## src/hdl/link_cap_regs.svh

```systemverilog
`ifndef LINK_CAP_REGS_SVH
`define LINK_CAP_REGS_SVH

// register map (byte addresses; 0x04C is a multiple of four)
`define LCAP_OFF_LINK_CAP 12'h04C
`define LCAP_OFF_CTRL 12'h050
`define LCAP_OFF_UNLOCK 12'h100
`define LCAP_OFF_MODE 12'h104
`define LCAP_OFF_WIDTH_USED 12'h108

// link capabilities field positions
`define LCAP_SPD_LO 0
`define LCAP_SPD_HI 3
`define LCAP_WID_LO 4
`define LCAP_WID_HI 9
`define LCAP_PSS_LO 10
`define LCAP_PSS_HI 11
`define LCAP_L0S_LO 12
`define LCAP_L0S_HI 14
`define LCAP_L1_LO 15
`define LCAP_L1_HI 17
`define LCAP_CLK_BIT 18
`define LCAP_SDE_BIT 19
`define LCAP_LAR_BIT 20
`define LCAP_BWN_BIT 21
`define LCAP_RSV_LO 22
`define LCAP_RSV_HI 23
`define LCAP_PORT_LO 24
`define LCAP_PORT_HI 31

// link control common clock bit
`define LCTL_COMMON_CLOCK_SETTING_BIT 6

// reset and fixed values
`define LCAP_SPD_RST 4'h1
`define LCAP_PSS_VAL 2'h3
`define LCAP_L0S_SEP 3'h5
`define LCAP_L0S_COM 3'h3
`define LCAP_L1_RST 3'h2
`define LCAP_CLK_RST 1'h0
`define LCAP_WID_X1 6'h01

`endif

```

## src/hdl/link_cap_pkg.sv

```systemverilog
package link_cap_pkg;
   typedef enum logic [2:0] {
      ST_IDLE = 3'b001,
      ST_ACCESS = 3'b010,
      ST_DONE = 3'b100
   } apb_state_e;

   typedef struct packed {
      logic [5:0] max_width_field;
      logic [2:0] l0s_exit_latency;
      logic [2:0] l1_exit_latency;
      logic clock_removal_tolerance;
      logic surprise_down_capability;
      logic link_active_report_capability;
      logic bandwidth_notify_capability;
   } cap_fields_s;

   typedef struct packed {
      logic psel;
      logic penable;
      logic pwrite;
      logic [11:0] paddr;
      logic [31:0] pwdata;
   } apb_req_s;
endpackage

```

## src/hdl/link_capability_register.sv

```systemverilog
`timescale 1ns/1ns
`include "link_cap_regs.svh"
module link_capability_register (
   input wire logic clk,
   input wire logic rst_n,
   input wire logic psel,
   input wire logic penable,
   input wire logic pwrite,
   input wire logic [11:0] paddr,
   input wire logic [31:0] pwdata,
   output logic pready,
   output logic [31:0] prdata,
   output logic pslverr,
   input wire logic [2:0] port_number,
   input wire logic upstream_port,
   input wire logic [5:0] phys_width,
   output logic [5:0] trained_width
);

   // ---------------------------------------------------------------
   // decode helpers
   // ---------------------------------------------------------------
   function automatic logic width_valid(input logic [5:0] w);
      unique case (w)
         6'h01, 6'h02, 6'h04, 6'h08, 6'h0C, 6'h10, 6'h20: width_valid = 1'b1;
         default: width_valid = 1'b0;
      endcase
   endfunction

   function automatic logic known_addr(input logic [11:0] a);
      known_addr = (a == `LCAP_OFF_LINK_CAP) || (a == `LCAP_OFF_CTRL) || (a == `LCAP_OFF_UNLOCK) ||
         (a == `LCAP_OFF_MODE) || (a == `LCAP_OFF_WIDTH_USED);
   endfunction

   // ---------------------------------------------------------------
   // state
   // ---------------------------------------------------------------
   link_cap_pkg::cap_fields_s cap_q, cap_d;
   logic init_q, init_d;
   logic unlock_q, unlock_d;
   logic rev11_q, rev11_d;
   logic common_clk_q, common_clk_d;
   logic [7:0] ctrl_lo_q, ctrl_lo_d;
   logic [31:0] prdata_q, prdata_d;
   logic [5:0] trained_q, trained_d;
   link_cap_pkg::apb_state_e st_q, st_d;
   link_cap_pkg::apb_req_s req;
   logic [31:0] cap_word;
   logic wr_fire, rd_fire, cap_rd;

   assign req = '{psel: psel, penable: penable, pwrite: pwrite, paddr: paddr, pwdata: pwdata};

   // ---------------------------------------------------------------
   // apb handshake: one wait state, ready on the second access cycle
   // ---------------------------------------------------------------
   always_comb begin
      st_d = st_q;
      unique case (st_q)
         link_cap_pkg::ST_IDLE: begin
            if (req.psel && !req.penable) begin
               st_d = link_cap_pkg::ST_ACCESS;
            end
         end
         link_cap_pkg::ST_ACCESS: begin
            if (req.psel && req.penable) begin
               st_d = link_cap_pkg::ST_DONE;
            end
         end
         link_cap_pkg::ST_DONE: begin
            st_d = link_cap_pkg::ST_IDLE;
         end
         default: st_d = link_cap_pkg::ST_IDLE;
      endcase
   end

   assign pready = (st_q == link_cap_pkg::ST_DONE);
   assign pslverr = pready && !known_addr(req.paddr);
   assign wr_fire = pready && req.pwrite && known_addr(req.paddr);
   // read data is loaded on the access edge so it already stands while pready is high
   assign rd_fire = (st_q == link_cap_pkg::ST_ACCESS) && req.psel && req.penable && !req.pwrite;
   assign cap_rd = rd_fire && (req.paddr == `LCAP_OFF_LINK_CAP);
   assign prdata = prdata_q;
   assign trained_width = trained_q;

   // ---------------------------------------------------------------
   // capability word
   // ---------------------------------------------------------------
   always_comb begin
      cap_word = 32'h0;
      cap_word[`LCAP_SPD_HI:`LCAP_SPD_LO] = `LCAP_SPD_RST;
      cap_word[`LCAP_WID_HI:`LCAP_WID_LO] = cap_q.max_width_field;
      cap_word[`LCAP_PSS_HI:`LCAP_PSS_LO] = `LCAP_PSS_VAL;
      // the latency follows the live common clock setting, so it tracks link control writes
      cap_word[`LCAP_L0S_HI:`LCAP_L0S_LO] = common_clk_q ? `LCAP_L0S_COM : `LCAP_L0S_SEP;
      cap_word[`LCAP_L1_HI:`LCAP_L1_LO] = cap_q.l1_exit_latency;
      cap_word[`LCAP_CLK_BIT] = cap_q.clock_removal_tolerance;
      cap_word[`LCAP_SDE_BIT] = cap_q.surprise_down_capability;
      cap_word[`LCAP_LAR_BIT] = cap_q.link_active_report_capability;
      cap_word[`LCAP_BWN_BIT] = cap_q.bandwidth_notify_capability;
      cap_word[`LCAP_PORT_HI:`LCAP_PORT_LO] = {5'h00, port_number};
   end

   // ---------------------------------------------------------------
   // register next state
   // ---------------------------------------------------------------
   always_comb begin
      cap_d = cap_q;
      init_d = 1'b1;
      unlock_d = unlock_q;
      rev11_d = rev11_q;
      common_clk_d = common_clk_q;
      ctrl_lo_d = ctrl_lo_q;
      prdata_d = prdata_q;
      if (!init_q) begin
         // straps are taken one cycle after reset release, never under the async reset
         cap_d.max_width_field = phys_width;
         cap_d.l1_exit_latency = `LCAP_L1_RST;
         cap_d.clock_removal_tolerance = `LCAP_CLK_RST;
         cap_d.surprise_down_capability = !upstream_port;
         cap_d.link_active_report_capability = !upstream_port;
         cap_d.bandwidth_notify_capability = !upstream_port && !rev11_q;
      end else if (wr_fire) begin
         unique case (req.paddr)
            `LCAP_OFF_LINK_CAP: begin
               if (unlock_q) begin
                  cap_d.max_width_field = req.pwdata[`LCAP_WID_HI:`LCAP_WID_LO];
                  cap_d.l1_exit_latency = req.pwdata[`LCAP_L1_HI:`LCAP_L1_LO];
                  cap_d.clock_removal_tolerance = req.pwdata[`LCAP_CLK_BIT];
                  cap_d.surprise_down_capability = req.pwdata[`LCAP_SDE_BIT];
                  // link active and bandwidth notify stay zero upstream
                  cap_d.link_active_report_capability = req.pwdata[`LCAP_LAR_BIT] && !upstream_port;
                  cap_d.bandwidth_notify_capability = req.pwdata[`LCAP_BWN_BIT] && !upstream_port;
               end
            end
            `LCAP_OFF_CTRL: begin
               ctrl_lo_d = req.pwdata[7:0];
               common_clk_d = req.pwdata[`LCTL_COMMON_CLOCK_SETTING_BIT];
            end
            `LCAP_OFF_UNLOCK: unlock_d = req.pwdata[0];
            `LCAP_OFF_MODE: begin
               rev11_d = req.pwdata[0];
               if (req.pwdata[0]) begin
                  cap_d.bandwidth_notify_capability = 1'b0;
               end
            end
            default: ;
         endcase
      end
      if (rd_fire) begin
         unique case (req.paddr)
            `LCAP_OFF_LINK_CAP: prdata_d = cap_word;
            `LCAP_OFF_CTRL: prdata_d = {24'h000000, ctrl_lo_q[7:7], common_clk_q, 1'b0, ctrl_lo_q[4:0]};
            `LCAP_OFF_UNLOCK: prdata_d = {31'h00000000, unlock_q};
            `LCAP_OFF_MODE: prdata_d = {31'h00000000, rev11_q};
            `LCAP_OFF_WIDTH_USED: prdata_d = {26'h0000000, trained_q};
            default: prdata_d = 32'h0;
         endcase
      end
   end

   // ---------------------------------------------------------------
   // width used by link training
   // ---------------------------------------------------------------
   always_comb begin
      trained_d = width_valid(cap_q.max_width_field) ? cap_q.max_width_field : `LCAP_WID_X1;
   end

   always_ff @(posedge clk or negedge rst_n) begin
      if (!rst_n) begin
         cap_q <= '0;
         init_q <= 1'b0;
         unlock_q <= 1'b0;
         rev11_q <= 1'b0;
         common_clk_q <= 1'b0;
         ctrl_lo_q <= 8'h00;
         prdata_q <= 32'h0;
         trained_q <= `LCAP_WID_X1;
         st_q <= link_cap_pkg::ST_IDLE;
      end else begin
         cap_q <= cap_d;
         init_q <= init_d;
         unlock_q <= unlock_d;
         rev11_q <= rev11_d;
         common_clk_q <= common_clk_d;
         ctrl_lo_q <= ctrl_lo_d;
         prdata_q <= prdata_d;
         trained_q <= trained_d;
         st_q <= st_d;
      end
   end

   // ---------------------------------------------------------------
   // checks
   // ---------------------------------------------------------------
   // fixed and read-only fields are judged on the read path, so a broken read mux trips them too
   speed_field_fixed_a: assert property (@(posedge clk) disable iff (!rst_n)
      cap_rd |=> prdata[`LCAP_SPD_HI:`LCAP_SPD_LO] == `LCAP_SPD_RST)
      else $error("speed field not 1");

   power_support_a: assert property (@(posedge clk) disable iff (!rst_n)
      cap_rd |=> prdata[`LCAP_PSS_HI:`LCAP_PSS_LO] == `LCAP_PSS_VAL)
      else $error("power support not 3");

   reserved_zero_a: assert property (@(posedge clk) disable iff (!rst_n)
      cap_rd |=> prdata[`LCAP_RSV_HI:`LCAP_RSV_LO] == 2'h0)
      else $error("reserved bits set");

   port_number_a: assert property (@(posedge clk) disable iff (!rst_n)
      cap_rd |=> prdata[`LCAP_PORT_HI:`LCAP_PORT_LO] == {5'h00, $past(port_number)})
      else $error("port number wrong");

   width_read_a: assert property (@(posedge clk) disable iff (!rst_n)
      cap_rd |=> prdata[`LCAP_WID_HI:`LCAP_WID_LO] == $past(cap_q.max_width_field))
      else $error("width field read wrong");

   l1_read_a: assert property (@(posedge clk) disable iff (!rst_n)
      cap_rd |=> prdata[`LCAP_L1_HI:`LCAP_L1_LO] == $past(cap_q.l1_exit_latency))
      else $error("l1 latency read wrong");

   surprise_read_a: assert property (@(posedge clk) disable iff (!rst_n)
      cap_rd |=> prdata[`LCAP_SDE_BIT] == $past(cap_q.surprise_down_capability))
      else $error("surprise down read wrong");

   // the latency code follows the live common clock bit, so a control write changes it at once
   l0s_separate_a: assert property (@(posedge clk) disable iff (!rst_n)
      cap_rd && !common_clk_q |=> prdata[`LCAP_L0S_HI:`LCAP_L0S_LO] == `LCAP_L0S_SEP)
      else $error("separate clock code wrong");

   l0s_common_a: assert property (@(posedge clk) disable iff (!rst_n)
      cap_rd && common_clk_q |=> prdata[`LCAP_L0S_HI:`LCAP_L0S_LO] == `LCAP_L0S_COM)
      else $error("common clock code wrong");

   common_clock_setting_write_a: assert property (@(posedge clk) disable iff (!rst_n)
      wr_fire && req.paddr == `LCAP_OFF_CTRL |=> common_clk_q == $past(req.pwdata[`LCTL_COMMON_CLOCK_SETTING_BIT]))
      else $error("common clock not taken");

   // the trained width follows the field only for the listed lane counts
   width_x1_fallback_a: assert property (@(posedge clk) disable iff (!rst_n)
      init_q && !(cap_q.max_width_field inside {6'h01, 6'h02, 6'h04, 6'h08, 6'h0C, 6'h10, 6'h20})
      |=> trained_q == `LCAP_WID_X1)
      else $error("bad width not x1");

   width_valid_pass_a: assert property (@(posedge clk) disable iff (!rst_n)
      init_q && (cap_q.max_width_field inside {6'h01, 6'h02, 6'h04, 6'h08, 6'h0C, 6'h10, 6'h20})
      |=> trained_q == $past(cap_q.max_width_field))
      else $error("valid width not used");

   width_init_load_a: assert property (@(posedge clk) disable iff (!rst_n)
      !init_q |=> cap_q.max_width_field == $past(phys_width))
      else $error("width not loaded");

   width_write_a: assert property (@(posedge clk) disable iff (!rst_n)
      wr_fire && unlock_q && req.paddr == `LCAP_OFF_LINK_CAP
      |=> cap_q.max_width_field == $past(req.pwdata[`LCAP_WID_HI:`LCAP_WID_LO]))
      else $error("width not written");

   // straps land on the first edge after reset release
   l1_default_a: assert property (@(posedge clk) disable iff (!rst_n)
      !init_q |=> cap_q.l1_exit_latency == `LCAP_L1_RST)
      else $error("l1 latency default wrong");

   clock_removal_a: assert property (@(posedge clk) disable iff (!rst_n)
      !init_q |=> cap_q.clock_removal_tolerance == `LCAP_CLK_RST)
      else $error("clock removal bit set");

   surprise_down_a: assert property (@(posedge clk) disable iff (!rst_n)
      !init_q |=> cap_q.surprise_down_capability == !$past(upstream_port))
      else $error("surprise down default wrong");

   link_active_dflt_a: assert property (@(posedge clk) disable iff (!rst_n)
      !init_q |=> cap_q.link_active_report_capability == !$past(upstream_port))
      else $error("link active default wrong");

   bw_notify_dflt_a: assert property (@(posedge clk) disable iff (!rst_n)
      !init_q && !rev11_q |=> cap_q.bandwidth_notify_capability == !$past(upstream_port))
      else $error("bandwidth notify default wrong");

   rev11_clear_a: assert property (@(posedge clk) disable iff (!rst_n)
      wr_fire && req.paddr == `LCAP_OFF_MODE && req.pwdata[0] |=> !cap_q.bandwidth_notify_capability)
      else $error("bandwidth notify not cleared");

   upstream_bits_a: assert property (@(posedge clk) disable iff (!rst_n)
      init_q && upstream_port |-> !cap_q.link_active_report_capability && !cap_q.bandwidth_notify_capability)
      else $error("upstream bit set");

   // a mode write may clear bandwidth notify even while the fields are locked
   locked_write_a: assert property (@(posedge clk) disable iff (!rst_n)
      init_q && !unlock_q && !(wr_fire && req.paddr == `LCAP_OFF_MODE) |=> $stable(cap_q))
      else $error("locked field changed");

   unlocked_write_a: assert property (@(posedge clk) disable iff (!rst_n)
      wr_fire && unlock_q && req.paddr == `LCAP_OFF_LINK_CAP
      |=> cap_q.l1_exit_latency == $past(req.pwdata[`LCAP_L1_HI:`LCAP_L1_LO]))
      else $error("unlocked write lost");

endmodule

```

## config.mk

```make
export PLATFORM = sky130hd
export DESIGN_NAME = link_capability_register
export DESIGN_NICKNAME = d
export VERILOG_FILES = /design/src/hdl/link_cap_pkg.sv /design/src/hdl/link_capability_register.sv
export VERILOG_INCLUDE_DIRS = /design/src /design/src/hdl
export SDC_FILE = /design/constraint.sdc
export NUM_CORES = 1
export LEC_CHECK = 0
export BUFFER_PORTS_ARGS = -buffer_cell sky130_fd_sc_hd__buf_2
export CORE_MARGIN = 2
export CORE_UTILIZATION = 40
export CTS_CLUSTER_DIAMETER = 30
export DETAILED_ROUTE_END_ITERATION = 6
export PLACE_DENSITY = 0.67
export SETUP_SLACK_MARGIN = 0.2
export SYNTH_ARGS = -nofsm -noshare
export SYNTH_HDL_FRONTEND = slang
export SYNTH_SLANG_ARGS = --single-unit
```

## constraint.sdc

```tcl
create_clock -name clk -period 4.1 [get_ports clk]
set_input_delay 0.205 -clock clk [delete_from_list [all_inputs] [get_ports clk]]
set_output_delay 0.205 -clock clk [all_outputs]
set_load 0.01 [all_outputs]
```

==> run summary, run 1 <==
synthesized area per cell -> 10.43 um^2
grt total ovfl -> 0
RSZ-0062 raised after global routing -> false
top-level I/O count -> 99
final non-filler cell total -> 399
synth-to-layout area growth -> 17.62%
WL final -> 6.085 mm
Crit Path Class -> in2reg
DP Cell Count -> 392
WL/cell -> 15.25 um
die area -> 7234 um^2
Die Span Y -> 85.05 um
gpl congestion -> 0.9185
CTS tree -> built
# rows -> 29
Routed Antenna Nets -> 0
asr flop ratio synth -> 1.000
Starting Density -> 0.4138
Post-synth EDFFs -> 0
clk sinks -> 55
post-placement cell area -> 3010 um^2
final setup vio count -> 0
Synth warnings -> 0
max frequency -> 0.3940 GHz
Slew HR -> 0.3768
vias per cell -> 5.356
1st-pass router iterations -> 4
number of port buffers -> 76
Crit Path Max Fanout -> 8
hold-fix buffers at CTS -> 0
total power divided by cell area -> 306.7 nW/um^2
DRT iter0 DRCs -> 171
top post-synthesis cells by area -> dfrtp_1 50%, a22o_1 5.0%, nand2_1 4.3%, mux2_2 3.9%, nor2_1 3.6%
Cells after Synth -> 252
DR vias -> 2137
Max IR drop VDD -> 0.0001473 V
Clock Pin Slew Worst Setup and Hold Paths -> 0.09 ns
Mapped Area -> 2628 um^2
worst path arrival time -> 2.72 ns
CP Launch Type -> input port
vias in the first global route -> 1996
Critical Path RT -> 4.28 ns
outcome -> completed
TritonCTS Buffers -> 5
area leader, netlist -> dfrtp_1
final setup TNS -> 0 ns
H-tree Lvls -> 2
post-synthesis sequential area ratio -> 0.5248
crit path capture type -> flop
Clock Latency Late Sink -> 0.30 ns
max-cap violations -> 0
initial antenna violation count -> 0
maximum root-to-sink buffer count -> 2
first-pass GRT wire length -> 9.715 mm
worst slew pin tran -> 0.9348 ns
Lkg Pwr -> 0.001568 uW
DRC viols -> 0
Core ar. -> 6350 um^2
worst hold slack -> 0.005457 ns
Final Slew Violations -> 0
antenna fix cells -> 0
clk root buf -> clkbuf_8
number of gates resized after CTS -> 0
Die X -> 85.05 um
post-synth cell types -> 53
Tcrit/Tclk final -> 0.6191
Top FF cell, synth -> dfrtp_1
HP Class -> in2async
# Post-CTS Setup Buffers -> 0
minimum clock period after layout -> 2.538 ns
worst clock skew -> 0.01461 ns
Setup Slack @ Placement -> 1.258 ns
largest net degree at the start of global routing -> 56
final instance area -> 3090 um^2
hpwl dp -> 4.399 mm
Final WS setup -> 1.562 ns
Fin. Hold Viols -> 0
share of cells above drive strength 1 -> 0.3323
Total GRT Usage -> 0.1679
Synth Register Bits -> 55
post-synth top area share -> 0.5048
nets -> 381
## stage by stage
stage | total power, uW | utilization
after floorplan | 631.0 | -
after detailed placement | 680.9 | 0.4741
after CTS | 959.6 | 0.4867
final | 947.8 | 0.4867
after global placement | 678.4 | 0.4741
after global routing | 997.9 | 0.4867
## critical path, stage by stage
cell	delay [ns]
buf_2	0.09
or4_4	0.55
nor4_2	0.66
nor2b_1	0.80
mux2_2	0.41
## cell families after synthesis
family / synth area share
AOI/OAI and AO/OA: 0.1448
and+or+nand+nor: 0.2238
DFF: 0.5248
buffers and inverters: 0.05428
muxes: 0.04619
other: 0.002858
xor gates and xnor gates: 0.003334
## final cells by class
| type | count | area [um^2] |
|---|---|---|
| Sequential cell | 55 | 1379 |
| Timing Repair Buffer | 78 | 395.4 |
| Clock inverter | 1 | 7.507 |
| Multi-Input combinational cell | 179 | 1129 |
| Clock buffer | 6 | 72.57 |
| Tap cell | 77 | 96.34 |
| Inverter | 3 | 11.26 |
| Fill cell | 588 | 3259 |
## routing by layer
layer,global-route usage,share of wire,up-vias
met2,0.2727,0.48,83
met4,0.03896,0.0071,0
met5,0,0,-
met3,0.03696,0.057,5
li1,-,-,1027
met1,0.2310,0.45,1022
## synthesized netlist by cell type, types with 3 or more instances
cell type,number
nor2b_1,3
mux2_2,9
nor2_1,25
buf_4,11
and2_1,4
a22o_1,15
nor3_1,3
dfrtp_1,53
a31oi_1,7
o21ai_0,9
inv_1,3
clkbuf_1,5
buf_2,3
nor4_1,3
nand2_1,30
nand3_1,8
a21oi_1,7
a22oi_1,3
nand2b_1,4
## power by group
part	switching, uW	total, uW	internal [uW]
logic	51.9	91.3	39.4
clock network	161	278	117
registers	18.5	578	560
total	231	948	717
## layout by cell type (no fill, tap or decap), types with 2 or more instances in the layout
| cell | n |
|---|---|
| buf_2 | 76 |
| dfrtp_1 | 53 |
| nand2_1 | 30 |
| nor2_1 | 25 |
| a22o_1 | 15 |
| o21ai_0 | 9 |
| mux2_2 | 9 |
| nand3_1 | 8 |
| conb_1 | 8 |
| a21oi_1 | 7 |
| a31oi_1 | 7 |
| clkbuf_8 | 5 |
| and2_1 | 4 |
| nand2b_1 | 4 |
| nor3_1 | 3 |
| nor4_1 | 3 |
| nor2b_1 | 3 |
| inv_1 | 3 |
| a22oi_1 | 3 |
| nor3b_1 | 2 |
| and3_1 | 2 |
| or3b_2 | 2 |
| o21a_1 | 2 |
| nor4bb_1 | 2 |
| nor3_4 | 2 |
| mux2i_1 | 2 |
| a21o_1 | 2 |
| nand4_1 | 2 |
| a221oi_1 | 2 |
| a32oi_1 | 2 |
| buf_4 | 2 |
| dfstp_2 | 2 |
## flip-flops by register name (all words and copies together) (netlist names)
name,cells
prdata,23
cap_q,13
ctrl_lo_q,7
trained_width,6
st_q,3
init_q,1
rev11_q,1
unlock_q,1
## final timing paths
check | from | endpoint | slack (ns) | cells after the start
min in group clk | port_number[0] | prdata[24] | 0.11 | 2
worst min-delay path | rst_n | prdata[24] | 0.005 | 2
worst max-delay path | paddr[5] | ctrl_lo_q[0] | 1.56 | 5
max in group asynchronous | rst_n | rev11_q | 3.63 | 2
worst max register to register | st_q[2] | ctrl_lo_q[0] | 1.57 | 4
worst min register to register | prdata[3] | prdata[3] | 0.48 | 2
(Power assumes the default switching activity.)
==> run 2: changes to the inputs <==
--- a/config.mk
+++ b/config.mk
@@ -6,12 +6,13 @@
 export SDC_FILE = /design/constraint.sdc
 export NUM_CORES = 1
 export LEC_CHECK = 0
+export ABC_AREA = 1
 export BUFFER_PORTS_ARGS = -buffer_cell sky130_fd_sc_hd__buf_2
 export CORE_MARGIN = 2
 export CORE_UTILIZATION = 40
 export CTS_CLUSTER_DIAMETER = 30
 export DETAILED_ROUTE_END_ITERATION = 6
-export PLACE_DENSITY = 0.67
+export PLACE_DENSITY = 0.66
 export SETUP_SLACK_MARGIN = 0.2
 export SYNTH_ARGS = -nofsm -noshare
 export SYNTH_HDL_FRONTEND = slang
==> constraint.sdc (replaced) <==
create_clock -name clk -period 2.4 [get_ports clk]
set_input_delay 0.12 -clock clk [delete_from_list [all_inputs] [get_ports clk]]
set_output_delay 0.12 -clock clk [all_outputs]
set_load 0.01 [all_outputs]
==> run summary, run 2 <==
Die Span Y -> 88.97 um (+4.6%)
Psw -> 551.3 uW (+140%)
slowest stage delay, CP -> 0.42 ns (-0.38 ns)
outcome -> completed
Lkg Pwr -> 0.001982 uW (+26%)
Final Slew Violations -> 0 (unchanged)
area share of fa/ha/maj cells after synthesis -> 0 (unchanged)
# Post-CTS Setup Buffers -> 0 (unchanged)
grt total ovfl -> 0 (unchanged)
DRC viols -> 0 (unchanged)
nets -> 505 (+33%)
WL final -> 6.556 mm (+7.7%)
WL/cell -> 12.07 um (-21%)
minimum clock period after layout -> 1.764 ns
first-pass GRT wire length -> 10.50 mm (+8.1%)
Clock Pin Slew Worst Setup and Hold Paths -> 0.09 ns (about the same)
Synth Area in Compound Gates -> 0.1101 (-0.03471)
CP endpoint -> prdata[7]
die area -> 7915 um^2 (+9.4%)
critical path cell sequence -> nor2_2 -> nand2_2 -> nor3_4 -> inv_1 -> nand2_1 -> o211ai_2
vias in the first global route -> 2340 (+17%)
DR vias -> 2471 (+16%)
Routed Antenna Nets -> 0 (unchanged)
r2r setup slk -> 0.64 ns (-0.93 ns)
DP Cell Count -> 534 (+36%)
synthesized area per cell -> 7.826 um^2 (-25%)
Crit Path Max Fanout -> 23 (+15)
Int Power -> 1306 uW (+82%)
final setup TNS -> 0 ns (unchanged)
max FFs per register -> 23 (unchanged)
post-synthesis sequential area ratio -> 0.4775 (-0.04729)
Cells after Synth -> 369 (+46%)
maximum root-to-sink buffer count -> 2 (unchanged)
total power -> 1857 uW (+96%)
Die X -> 88.97 um (+4.6%)
crit path capture type -> flop
Worst R2R End -> prdata[7]
final setup vio count -> 0 (unchanged)
CTS tree -> built
clk root buf -> clkbuf_8
HP Class -> in2reg
top cells by count, synth -> 107 x nand2_1, 55 x inv_1, 53 x dfrtp_1
Critical Path RT -> 2.59 ns (-1.69 ns)
Core ar. -> 6907 um^2 (+8.8%)
Fin. Hold Viols -> 0 (unchanged)
Clk pwr share -> 0.276 (-0.017)
RSZ-0062 raised after global routing -> false
Crit Path Class -> reg2reg
gpl congestion -> 0.8448 (-8.0%)
Mapped Area -> 2888 um^2 (+9.9%)
Clock Latency Late Sink -> 0.31 ns (about the same)
synth-to-layout area growth -> 18.24%
Max IR drop VDD -> 0.0002589 V (+76%)
FILL cells -> 737 (+25%)
crit path launch -> st_q[2]
multiplexer share of the synthesized area -> 0 (-0.04619)
simple-gate share of the synthesized area -> 0.2899 (+0.06605)
final core utilization -> 0.4944 (+0.007684)
launch point of the worst reg-to-reg path -> st_q[2]
final non-filler cell total -> 543 (+36%)
Net Sw Frac -> 0.2968 (+0.05298)
initial antenna violation count -> 0 (unchanged)
R2R depth -> 6 (+2)
Top FF cell, synth -> dfrtp_1
# rows -> 30 (+3.4%)
TritonCTS Buffers -> 5 (unchanged)
total power divided by cell area -> 544.0 nW/um^2 (+77%)
Synth warnings -> 0 (unchanged)
Post-synth EDFFs -> 0 (unchanged)
worst clock skew -> 0.007503 ns (-0.007102 ns)
top-level I/O count -> 99 (unchanged)
max frequency -> 0.5670 GHz
antenna fix cells -> 0 (unchanged)
hpwl dp -> 5.168 mm (+17%)
Slew HR -> 0.5329 (+0.1561)
worst slew pin tran -> 0.6999 ns (-0.2350 ns)
clk sinks -> 55 (unchanged)
H-tree Lvls -> 2 (unchanged)
largest family of logic cells by synthesized area -> simple AND/OR/NAND/NOR gates
asr flop ratio synth -> 1.000 (unchanged)
max-cap violations -> 0 (unchanged)
share of cells above drive strength 1 -> 0.2729 (-0.05937)
Reg power frac -> 0.555 (-0.055)
CP Launch Type -> flop
post-synth top area share -> 0.4593 (-0.04549)
combinational share of power -> 0.170 (+0.074)
Starting Density -> 0.4181 (+0.004323)
Tcrit/Tclk final -> 0.7349
Synth Register Bits -> 55 (unchanged)
most common cell in the netlist -> nand2_1
vias per cell -> 4.551 (-15%)
number of port buffers -> 76 (unchanged)
top post-synthesis cells by area -> dfrtp_1 46%, nand2_1 14%, inv_1 7.1%, nand3_1 5.0%, o21ai_2 4.5%
1st-pass router iterations -> 4 (unchanged)
largest net degree at the start of global routing -> 25 (-55%)
area leader, netlist -> dfrtp_1
post-synth cell types -> 29 (-45%)
worst hold slack -> 0.04606 ns (+0.04060 ns)
worst path arrival time -> 1.96 ns (-0.76 ns)
leading cell type in the layout, fill and taps excluded -> nand2_1
CP max stage cell -> inv_1
DRT iter0 DRCs -> 106 (-38%)
commonest cells after routing, fill and taps aside -> 107 x nand2_1, 76 x buf_2, 55 x inv_1
Post-Synth XOR/XNOR Area -> 0 (-0.003333)
Total GRT Usage -> 0.1743 (+0.006317)
==> run 2: critical path: cells and delay by family, from the launching register on <==
family	cells	cell delay (ns)
flip-flops	1	0.41
AO/OA/AOI/OAI	1	0.10
buffers and inverters	1	0.42
AND/OR/NAND/NOR	4	0.70
==> run 2: metal layers <==
layer	part of all wire	routed length, um	track usage	vias up
li1	-	-	-	1293
met1	0.47	3057	0.2285	1111
met2	0.47	3095	0.2924	61
met3	0.049	319	0.02308	6
met4	0.013	83	0.07191	0
met5	0	0	0	-
==> run 2: power by group through the flow <==
stage                     Clock (uW)  Combinational [uW]  Sequential (uW)
final                            512                 315             1030
after global routing             557                 361             1040
after CTS                        523                 320             1030
after detailed placement           0                 318             1050
after global placement             0                 304             1050
after floorplan                    0                 204             1040
==> run 2: cells by family (layout without fill, tap and decap cells) <==
| group | after synthesis | in the layout |
|---|---|---|
| AND/OR/NAND/NOR | 190 | 190 |
| buffers and inverters | 75 | 147 |
| flip-flops | 55 | 55 |
| AO/OA/AOI/OAI | 47 | 47 |
| other | 2 | 8 |
==> run 2: repair_timing <==
item,in CTS,in global routing
hold buffers,1,0
endpoints found under the hold margin,21,0
gates resized for setup,0,0
setup endpoints to repair,0,0
==> run 2: how the worst min path moves through the flow <==
| stage | startpoint | to | slack (ns) | depth (start not counted) |
|---|---|---|---|---|
| after detailed placement | rst_n | st_q[2] | 0.14 | 1 |
| after global routing | pwdata[1] | ctrl_lo_q[1] | 0.05 | 3 |
| final | pwdata[1] | ctrl_lo_q[1] | 0.05 | 3 |
| after global placement | rst_n | st_q[2] | 0.13 | 1 |
| after floorplan | rst_n | cap_q[0] | -0.18 | 0 |
| after CTS | pwdata[15] | cap_q[4] | 0.04 | 3 |
==> run 2: cell type report <==
| cell class | count | area, um^2 | area share |
|---|---|---|---|
| inverter | 56 | 210.2 | 0.06156 |
| clock inverter | 2 | 12.51 | 0.003664 |
| sequential | 55 | 1379 | 0.4038 |
| multi-input combinational | 245 | 1185 | 0.3470 |
| timing repair buffer | 83 | 435.4 | 0.1275 |
| tap | 96 | 120.1 | 0.03518 |
| clock buffer | 6 | 72.57 | 0.02125 |
==> run 2: stage by stage <==
stage	area (um^2)	setup slack, ns
2_1_floorplan	2910	1.002
6_report	3415	0.6363
3_5_place_dp	3319	0.6149
4_1_cts	3415	0.5936
5_1_grt	3415	0.4371
3_3_place_gp	3319	0.6839
